[src/design/amf_pkg.sv]
package amf_pkg;
   // slave bytes, read/write bit in bit 0
   localparam logic [7:0] SLV_BYTE_LO = 8'h50;
   localparam logic [7:0] SLV_BYTE_HI = 8'h52;
   // device register map
   localparam logic [7:0] REG_STATUS  = 8'h80;
   localparam logic [7:0] REG_FET_CTL = 8'h81;
   localparam logic [7:0] REG_MUX_CTL = 8'h85;
   localparam logic [7:0] REG_RES_LO  = 8'h8A;
   localparam logic [7:0] REG_RES_HI  = 8'h8B;
   // fet control fields
   localparam int FET_PRE    = 0;
   localparam int FET_CHG    = 1;
   localparam int FET_DIS    = 2;
   localparam int FET_OVR    = 3;
   localparam int FET_PC_EN  = 4;
   localparam int FET_C_OV   = 5;
   localparam int FET_D_UV   = 6;
   localparam int FET_EEPROM = 7;
   localparam logic [7:0] FET_CTL_RST = 8'h00;
   // mux control fields
   localparam int MUX_SEL_LSB  = 0;
   localparam int GAIN_LSB     = 4;
   localparam int CONV_START   = 6;
   localparam logic [7:0] MUX_CTL_RST = 8'h00;
   localparam logic [1:0] GAIN_X50    = 2'h1;
   // status pin flags, index into the synchronised vector
   localparam int ST_DCHG  = 0;
   localparam int ST_CHG   = 1;
   localparam int ST_CLOW  = 2;
   localparam int ST_UV    = 3;
   localparam int ST_OV    = 4;
   localparam int ST_FAULT = 5;
   localparam int ST_PM    = 6;
   localparam logic [1:0] PM_NORMAL = 2'h0;
   localparam logic [1:0] PM_IDLE   = 2'h1;
   // scan timing
   localparam int CLK_HZ      = 25000000;
   localparam int SCAN_NRM_MS = 32;
   localparam int SCAN_IDL_MS = 256;
   localparam int SCAN_DOZ_MS = 512;
   localparam int SCAN_NRM_CYC = SCAN_NRM_MS * (CLK_HZ / 1000);
   localparam int SCAN_IDL_CYC = SCAN_IDL_MS * (CLK_HZ / 1000);
   localparam int SCAN_DOZ_CYC = SCAN_DOZ_MS * (CLK_HZ / 1000);
   // host avalon map, byte addresses
   localparam logic [4:0] HA_CMD    = 5'h00;
   localparam logic [4:0] HA_STAT   = 5'h04;
   localparam logic [4:0] HA_ISTAT  = 5'h08;
   localparam logic [4:0] HA_ICLR   = 5'h0C;
   localparam logic [4:0] HA_IEN    = 5'h10;
   localparam int CMD_RD    = 16;
   localparam int CMD_ASEL  = 17;
   localparam int IRQ_DONE  = 0;
   localparam int IRQ_NAK   = 1;
endpackage

[src/design/amf_lnk_if.sv]
`timescale 1ns/1ps
interface amf_lnk_if (
   input wire logic clk,
   input wire logic rst
);
   logic       req;
   logic [7:0] slave_byte;
   logic [7:0] reg_adr;
   logic [7:0] wdata;
   logic       ack;
   logic       nak;
   logic [7:0] rdata;
   modport dev  (input req, slave_byte, reg_adr, wdata,
                 output ack, nak, rdata);
   modport host (output req, slave_byte, reg_adr, wdata,
                 input ack, nak, rdata);
endinterface

[src/design/amf_dev.sv]
`timescale 1ns/1ps
// How it works
// - answer slave byte 50H when select low
// - answer slave byte 52H when select high
// - fet bits drive fets, read back
// - fet writes ignored unless override set
// - precharge replaces charge when cell low
// - charge fet on in ov if discharging
// - discharge fet on in uv if charging
// - memory bit selects eeprom, else ram
// - status register shows faults and conditions
// - host writes mux select at 0x85
// - mux field drives mux stages directly
// - scan every 32/256/512 ms by mode
module amf_dev #(
   parameter int SCAN_NRM = amf_pkg::SCAN_NRM_CYC,
   parameter int SCAN_IDL = amf_pkg::SCAN_IDL_CYC,
   parameter int SCAN_DOZ = amf_pkg::SCAN_DOZ_CYC
) (
   input  wire logic   clk,
   input  wire logic   rst,
   amf_lnk_if.dev      lnk,
   input  wire logic   addr_sel_pin,
   input  wire logic [7:0] flag_pins,
   input  wire logic   adc_done,
   input  wire logic [11:0] adc_result,
   output logic        precharge_fet_on,
   output logic        charge_fet_on,
   output logic        discharge_fet_on,
   output logic [3:0]  mux_sel,
   output logic [1:0]  gain_sel,
   output logic        adc_start,
   output logic        eeprom_sel,
   output logic        scan_start
);
   import amf_pkg::*;

   // 24-bit counter; below two the scan pulse never drops
   if (SCAN_NRM < 2 || SCAN_NRM >= (1 << 24)) begin : g_bad_nrm
      $error("amf_dev: normal scan period out of range");
   end
   if (SCAN_IDL < 2 || SCAN_IDL >= (1 << 24)) begin : g_bad_idl
      $error("amf_dev: idle scan period out of range");
   end
   if (SCAN_DOZ < 2 || SCAN_DOZ >= (1 << 24)) begin : g_bad_doz
      $error("amf_dev: doze scan period out of range");
   end

   typedef struct packed {
      logic        asel_m;
      logic        asel;
      logic [7:0]  flg_m;
      logic [7:0]  flg;
      logic [7:0]  fet;
      logic [7:0]  mux;
      logic [11:0] res;
      logic        ack;
      logic        nak;
      logic [7:0]  rdata;
      logic        start;
      logic [23:0] cnt;
      logic        scan;
   } amf_dev_st_t;

   amf_dev_st_t s_q, s_d;
   logic        hit;
   logic        auto_c, auto_d, auto_p;
   logic [23:0] period;

   always_comb begin
      s_d = s_q;
      // pins pass two flops before use
      s_d.asel_m = addr_sel_pin;
      s_d.asel   = s_q.asel_m;
      s_d.flg_m  = flag_pins;
      s_d.flg    = s_q.flg_m;
      s_d.ack    = 1'b0;
      s_d.nak    = 1'b0;
      s_d.start  = 1'b0;
      s_d.scan   = 1'b0;

      // high address
      // direction bit ignored here, it only picks read or write
      if (s_q.asel) begin
         hit = lnk.slave_byte[7:1] == SLV_BYTE_HI[7:1];
      end else begin
         hit = lnk.slave_byte[7:1] == SLV_BYTE_LO[7:1];
      end

      auto_c = !s_q.flg[ST_OV] ||
               (s_q.fet[FET_C_OV] && s_q.flg[ST_DCHG]);
      auto_d = !s_q.flg[ST_UV] ||
               (s_q.fet[FET_D_UV] && s_q.flg[ST_CHG]);
      auto_p = auto_c && s_q.fet[FET_PC_EN] && s_q.flg[ST_CLOW];
      // stand-alone: bits track the automatic decision for readback
      if (!s_q.fet[FET_OVR]) begin
         s_d.fet[FET_PRE] = auto_p;
         // charge gate stays off while precharge runs
         s_d.fet[FET_CHG] = auto_c && !auto_p;
         s_d.fet[FET_DIS] = auto_d;
      end

      // start bit stays set until the result lands
      // capture result, clear start
      if (adc_done && s_q.mux[CONV_START]) begin
         s_d.res             = adc_result;
         s_d.mux[CONV_START] = 1'b0;
      end

      // one request per handshake; host drops req after the answer
      if (lnk.req && !s_q.ack && !s_q.nak) begin
         // foreign slave byte: refused, nothing changes
         if (!hit) begin
            s_d.nak = 1'b1;
         end else if (lnk.slave_byte[0]) begin
            s_d.ack = 1'b1;
            case (lnk.reg_adr)
               REG_STATUS:  s_d.rdata = s_q.flg;
               REG_FET_CTL: s_d.rdata = s_q.fet;
               REG_MUX_CTL: s_d.rdata = s_q.mux;
               REG_RES_LO:  s_d.rdata = s_q.res[7:0];
               REG_RES_HI:  s_d.rdata = {4'h0, s_q.res[11:8]};
               default:     s_d.rdata = 8'h00;
            endcase
         end else begin
            s_d.ack = 1'b1;
            case (lnk.reg_adr)
               REG_FET_CTL: begin
                  s_d.fet[FET_EEPROM] = lnk.wdata[FET_EEPROM];
                  // clearing override hands fets back to the policy
                  s_d.fet[FET_OVR]    = lnk.wdata[FET_OVR];
                  s_d.fet[FET_PC_EN]  = lnk.wdata[FET_PC_EN];
                  s_d.fet[FET_C_OV]   = lnk.wdata[FET_C_OV];
                  s_d.fet[FET_D_UV]   = lnk.wdata[FET_D_UV];
                  if (s_q.fet[FET_OVR]) begin
                     s_d.fet[FET_PRE] = lnk.wdata[FET_PRE];
                     s_d.fet[FET_CHG] = lnk.wdata[FET_CHG];
                     s_d.fet[FET_DIS] = lnk.wdata[FET_DIS];
                  end
               end
               REG_MUX_CTL: begin
                  s_d.mux[MUX_SEL_LSB +: 4] = lnk.wdata[MUX_SEL_LSB +: 4];
                  s_d.mux[GAIN_LSB +: 2]    = lnk.wdata[GAIN_LSB +: 2];
                  s_d.mux[CONV_START]       = lnk.wdata[CONV_START];
                  s_d.start                 = lnk.wdata[CONV_START];
               end
               default: ;
            endcase
         end
      end

      case (s_q.flg[ST_PM +: 2])
         PM_NORMAL: period = 24'(SCAN_NRM);
         PM_IDLE:   period = 24'(SCAN_IDL);
         default:   period = 24'(SCAN_DOZ);
      endcase
      // >= so a shorter mode after a change wraps at once
      if (s_q.cnt >= period - 24'h000001) begin
         s_d.cnt = 24'h000000;
         // host conversion holds the scan off
         s_d.scan = !s_q.mux[CONV_START];
      end else begin
         s_d.cnt = s_q.cnt + 24'h000001;
      end
   end

   // all gates off in reset until the policy runs
   always_ff @(posedge clk) begin
      if (rst) begin
         s_q     <= '0;
         s_q.fet <= FET_CTL_RST;
         s_q.mux <= MUX_CTL_RST;
      end else begin
         s_q <= s_d;
      end
   end

   assign lnk.ack   = s_q.ack;
   assign lnk.nak   = s_q.nak;
   assign lnk.rdata = s_q.rdata;
   // gate drives straight from flops, no glitches
   // fet outputs
   assign precharge_fet_on = s_q.fet[FET_PRE];
   assign charge_fet_on    = s_q.fet[FET_CHG];
   assign discharge_fet_on = s_q.fet[FET_DIS];
   assign mux_sel  = s_q.mux[MUX_SEL_LSB +: 4];
   assign gain_sel = s_q.mux[GAIN_LSB +: 2];
   assign adc_start  = s_q.start;
   assign eeprom_sel = s_q.fet[FET_EEPROM];
   assign scan_start = s_q.scan;
endmodule

[src/flat_wrapper.sv]
// flat-port wrapper written by rule: the top's interface ports become plain ports
module amf_dev_flat import amf_pkg::*;
#(
   parameter int SCAN_NRM = amf_pkg::SCAN_NRM_CYC,
   parameter int SCAN_IDL = amf_pkg::SCAN_IDL_CYC,
   parameter int SCAN_DOZ = amf_pkg::SCAN_DOZ_CYC
)
  (clk, rst, addr_sel_pin, flag_pins, adc_done, adc_result, precharge_fet_on, charge_fet_on, discharge_fet_on, mux_sel, gain_sel, adc_start, eeprom_sel, scan_start, lnk_req, lnk_slave_byte, lnk_reg_adr, lnk_wdata, lnk_ack, lnk_nak, lnk_rdata);
  amf_lnk_if lnk_i (.clk(clk), .rst(rst));
  input  wire logic clk;
  input  wire logic rst;
  input  wire logic addr_sel_pin;
  input  wire logic [7:0] flag_pins;
  input  wire logic adc_done;
  input  wire logic [11:0] adc_result;
  output logic precharge_fet_on;
  output logic charge_fet_on;
  output logic discharge_fet_on;
  output logic [3:0] mux_sel;
  output logic [1:0] gain_sel;
  output logic adc_start;
  output logic eeprom_sel;
  output logic scan_start;
  input wire logic [$bits(lnk_i.req)-1:0] lnk_req;
  input wire logic [$bits(lnk_i.slave_byte)-1:0] lnk_slave_byte;
  input wire logic [$bits(lnk_i.reg_adr)-1:0] lnk_reg_adr;
  input wire logic [$bits(lnk_i.wdata)-1:0] lnk_wdata;
  output wire logic [$bits(lnk_i.ack)-1:0] lnk_ack;
  output wire logic [$bits(lnk_i.nak)-1:0] lnk_nak;
  output wire logic [$bits(lnk_i.rdata)-1:0] lnk_rdata;
  assign lnk_i.req = lnk_req;
  assign lnk_i.slave_byte = lnk_slave_byte;
  assign lnk_i.reg_adr = lnk_reg_adr;
  assign lnk_i.wdata = lnk_wdata;
  assign lnk_ack = lnk_i.ack;
  assign lnk_nak = lnk_i.nak;
  assign lnk_rdata = lnk_i.rdata;
  amf_dev #(.SCAN_NRM(SCAN_NRM), .SCAN_IDL(SCAN_IDL), .SCAN_DOZ(SCAN_DOZ)) u_core (.clk(clk), .rst(rst), .lnk(lnk_i), .addr_sel_pin(addr_sel_pin), .flag_pins(flag_pins), .adc_done(adc_done), .adc_result(adc_result), .precharge_fet_on(precharge_fet_on), .charge_fet_on(charge_fet_on), .discharge_fet_on(discharge_fet_on), .mux_sel(mux_sel), .gain_sel(gain_sel), .adc_start(adc_start), .eeprom_sel(eeprom_sel), .scan_start(scan_start));
endmodule
[config.mk]
export PLATFORM = sky130hd
export DESIGN_NAME = amf_dev_flat
export DESIGN_NICKNAME = d
export VERILOG_FILES = /design/src/design/amf_pkg.sv /design/src/design/amf_lnk_if.sv /design/src/design/amf_dev.sv /design/src/flat_wrapper.sv
export SDC_FILE = /design/constraint.sdc
export NUM_CORES = 1
export LEC_CHECK = 0
export BUFFER_PORTS_ARGS = -buffer_cell sky130_fd_sc_hd__buf_2
export CAP_MARGIN = 20
export CORE_UTILIZATION = 40
export DETAILED_ROUTE_END_ITERATION = 8
export PLACE_DENSITY = 0.67
export SLEW_MARGIN = 20
export SYNTH_ARGS = -nofsm -noshare
export SYNTH_HDL_FRONTEND = slang
export SYNTH_SLANG_ARGS = --single-unit
[constraint.sdc]
create_clock -name clk -period 6.2 [get_ports clk]
set_input_delay 0.31 -clock clk [delete_from_list [all_inputs] [get_ports clk]]
set_output_delay 0.31 -clock clk [all_outputs]
set_load 0.02 [all_outputs]
* Word-level counts from Yosys, hierarchy flattened
Cells that the tools add are included. Widths: inputs -> output; s select.
Word-level totals: flip-flop bits (word level) 81, bits of input ports 49, output and inout port bits 22, word-level logic and storage cells 71
Operators by class: add/sub/neg operators 2, magnitude comparators 1, equal/unequal tests 8, mux-type cells 16, bitwise logic cells 5, reductions and logical operators 24
Operators with widths (number):
- $pmux 24 s2 | 1
- $eq 8x8->1 const B | 5
- $pmux 8 s5 | 1
- $mux 7 | 4
- $add 24x1->24 const B | 1
- $ge 24x24->1 | 1
- $sub 24x1->24 const B | 1
- $mux 3 | 6
- $eq 7x6->1 const B | 2
- $logic_and 1x1->1 | 8
- $reduce_and 4->1 | 2
- $logic_not 1->1 | 6
- $reduce_or 2->1 | 3
- $not 1->1 | 5
- $reduce_or 5->1 | 1
- $mux 1 | 4
- $reduce_and 3->1 | 1
- $eq 2x1->1 const B | 1
- $logic_not 2->1 | 1
- $logic_or 1x1->1 | 2

* Depth between registers and ports, before layout
depth in word-level cells 12, gate-level depth with buffers 10, depth with buffers taken out 9

* Worst setup path after synthesis
Ideal clock, no wire load.
path kind register to register, start point reg u_core.s_q[70] (netlist bit), end point reg u_core.s_q[12] (netlist bit), arrival 2.179 ns, data required time 6.135 ns, path slack 3.956 ns, stages on the path, launching flop included 10, buffers on the path 1, period minus slack after synthesis 2.244 ns, path through dfxtp_1 or2_2 ha_1 ha_1 a21oi_1 nor3_1 o31a_1 nand4bb_1 buf_2 nor2_1
On the way: longest elaborated chain between the ends 5, elaborated cells on any way between the ends 6, classes of those cells add/sub: 1; order compare: 1; eq/ne: 1; mux: 1; reduce/logical: 2
RTL lines:
- start, declared | RTL line amf_dev.sv:65 | amf_dev_st_t s_q, s_d;
- $eq 2x1->1 / $logic_not 2->1 (equally long branches) | RTL line amf_dev.sv:152 | case (s_q.flg[ST_PM +: 2])
- $pmux 24 s2 (*) | RTL line amf_dev.sv:152
- $sub 24x1->24 (*) | RTL line amf_dev.sv:158 | if (s_q.cnt >= period - 24'h000001) begin
- $ge 24x24->1 (*) | RTL line amf_dev.sv:158
- $reduce_or 2->1 (no line) (*)
Mark *: on every way between the ends. The rest lies on a longest branch, timed or not. A chain may end at the register's enable or synchronous reset.

* Worst setup path after layout
start point reg u_core.s_q[70] (netlist bit), end point reg u_core.s_q[17] (netlist bit)
Same word-level chain as after synthesis.

==> flow_summary.yaml <==
drt:
  vias_per_cell: 5.139
  post_drt_wl_per_cell_microns: 13.77
  drc: 2
  vias: 3022
  top_layer_used: "met4"
  wl_met1_microns: 4013
  ant_nets: 0
  met3_length_microns: 511
  wirelength_microns: 8095
  drtIter0Drc: 142
  met2WireLength_microns: 3437
  dr.pass1.iters: 7
grt:
  grt_max_degree: 53
  grt_pass1_vias: 2850
  groute.usage.overall_pct: 17.21
  antenna_found_initial: 0
  grt-ovfl-total: 0
  grt_first_pass_wirelength_microns: 13520
cts:
  cts_resized: 0
  clkSinkCount: 81
  cts_buffers: 9
  cts.path.max_buffers: 2
  cts_tree: "yes"
  worstSkewPairLatency_ns: 0.35
  cts_root_buffer: "clkbuf_8"
  clk_pin_slew_worst_paths_ns: 0.10
  cts_max_level: 3
  post_cts_buffers: 0
  hold_buffers: 0
synth:
  synthCells: 420
  synth.largest_area_cell: "dfxtp_1"
  synth_top_family_by_area: "simple AND/OR/NAND/NOR gates"
  yosysWarningCount: 0
  synth_mux_area_share_pct: 5.329
  synth-compound-area-share_pct: 9.964
  synth_area_leaders: "dfxtp_1, ha_1, nand2_1"
  synth_cell_types: 49
  synth.avg_cell_area_sq_um: 9.000
  async_flop_share_pct: 0
  syn-cell-area_sq_um: 3780
  synth_ff_type: "dfxtp_1"
  yosys.area_share.simple_pct: 24.96
  synth_xor_area_share_pct: 5.329
  syn-num-nets: 487
  synthAdderAreaFrac_pct: 5.958
  yosys_register_bits: 81
  seq_area_frac_synth_pct: 42.90
  synth-edff-count: 0
  synth_top_area_share_pct: 42.90
sta:
  grt_setup_unrepaired: "false"
  tightest_slew_ns: 0.9773
  setup_viol: 0
  finalCritPeriodShare_pct: 49.30
  finalSetupTns_ns: 0
  final_max_slew_viol_count: 0
  slew_headroom_pct: 34.47
  layout_min_cycle_time_ns: 3.056
  fin_ws_ns: 3.144
  clock_skew_ns: 0.01605
  max_freq_mhz: 327.2
  hold_violations: 0
  holdWs_ns: 0.1577
die:
  die-area_sq_um: 9843
  io_pins: 71
  core_sq_um: 9196
  start_util_pct: 41.10
  rows: 35
  die_w_microns: 99.21
  die_h_microns: 99.21
place:
  post-dp-hpwl_microns: 5954
  port_buffers: 70
  dp.cells: 572
  gp_congestion: 0.8689
  dpl-instance-area_sq_um: 4089
  pre_cts_ws_ns: 3.154
power_and_ir_drop:
  power.leakage_nw: 1.777
  ir_drop_v: 0.0001396
  p_total_mw: 1.001
  cellPowerDensity_nw_per_um2: 232.6
worst_setup_path:
  critPathArrivalTime_ns: 3.31
  cp-end-kind: "flop"
  cp.required_ns: 6.45
  crit_type: "reg2reg"
  crit_fanout: 23
  startpoint_type: "flop"
final_layout:
  area_delta_synth_final_pct: 13.84
  final_core_util_pct: 46.79
  nets: 539
  fill_cells: 912
  final_cell_mix: "dfxtp_1, buf_2, nand2_1"
  final_area_sq_um: 4303
  diodes: 0
  finalNonFillerCells: 588
  layout_commonest_cell: "dfxtp_1"
  multi_input_area_sq_um: 1958
  regArea_sq_um: 1622
  drive_gt1_share_pct: 20.55
flow_run:
  cap_viol_max_count: 0
status:
  status: "finished, violations left"
  failed_checks: "DRC"
worst_hold_path:
  hp-class: "in2reg"
[routing by layer]
metal  GRT usage (%)  up-vias
met4           6.561        0
met1           24.40     1353
met3           3.162       11
li1                -     1552
met5               0        -
met2           25.96      106
[sequential cells by signal, indices dropped and copies added (netlist names)]
name,flops
u_core.scan_start,1
u_core.lnk.nak,1
u_core.charge_fet_on,1
u_core.lnk.rdata,8
u_core.precharge_fet_on,1
u_core.s_q,50
u_core.mux_sel,4
u_core.lnk.ack,1
u_core.gain_sel,2
u_core.discharge_fet_on,1
u_core.s_d,9
u_core.eeprom_sel,1
u_core.adc_start,1
[worst paths after layout]
kind                        startpoint                   endpoint  slack (ns)  depth (start not counted)
min reg2reg  u_core.s_d[64]$_SDFF_PP0_  u_core.s_q[64]$_SDFF_PP0_        0.43                          1
max reg2reg  u_core.s_q[70]$_SDFF_PP0_  u_core.s_q[17]$_SDFF_PP0_        3.14                          8
max          u_core.s_q[70]$_SDFF_PP0_  u_core.s_q[17]$_SDFF_PP0_        3.14                          8
min                       flag_pins[2]  u_core.s_d[66]$_SDFF_PP0_        0.16                          2
[where the power goes]
group | switching (mW) | internal (mW)
Combinational | 0.0369 | 0.0277
Clock | 0.210 | 0.194
Sequential | 0.00472 | 0.528
Total | 0.251 | 0.750
[cell usage after synthesis, types with 7 or more instances]
master and count:
nand3_1 14, nand2_1 51, nand4_1 9, o21ai_0 13, xnor2_1 8, dfxtp_1 81, buf_4 15, xor2_1 15
nor2b_1 19, a22oi_1 9, mux2i_1 19, nor2_1 42, nor3_1 7, ha_1 18, clkbuf_1 10, a21oi_1 21
[area by class of cell]
class	instances	area share [%]
multi-input cells	304	45.51
well taps	111	3.228
repair buffers	71	8.316
clock inverters	7	1.948
flip-flops and latches	81	37.69
clock buffers	9	2.879
inverters	5	0.4362
[logic make-up (layout without fill, tap and decap cells)]
family          after synthesis  in the layout
xor+xnor                     23             23
mux                          20             20
flops                        81             81
fa+ha+maj                    18             18
simple gates                181            181
compound gates               61             61
other cells                   1              1
buf+inv                      35             92
[worst max-delay path: stages (launching register included)]
cell	delay [ns]
dfxtp_1	0.35
or2_2	0.33
ha_1	0.28
ha_1	0.29
a21oi_1	0.16
nor3_1	0.07
o31a_1	0.29
nand4bb_1	0.84
nor2_1	0.35
Power figures use the tool's default switching activity.
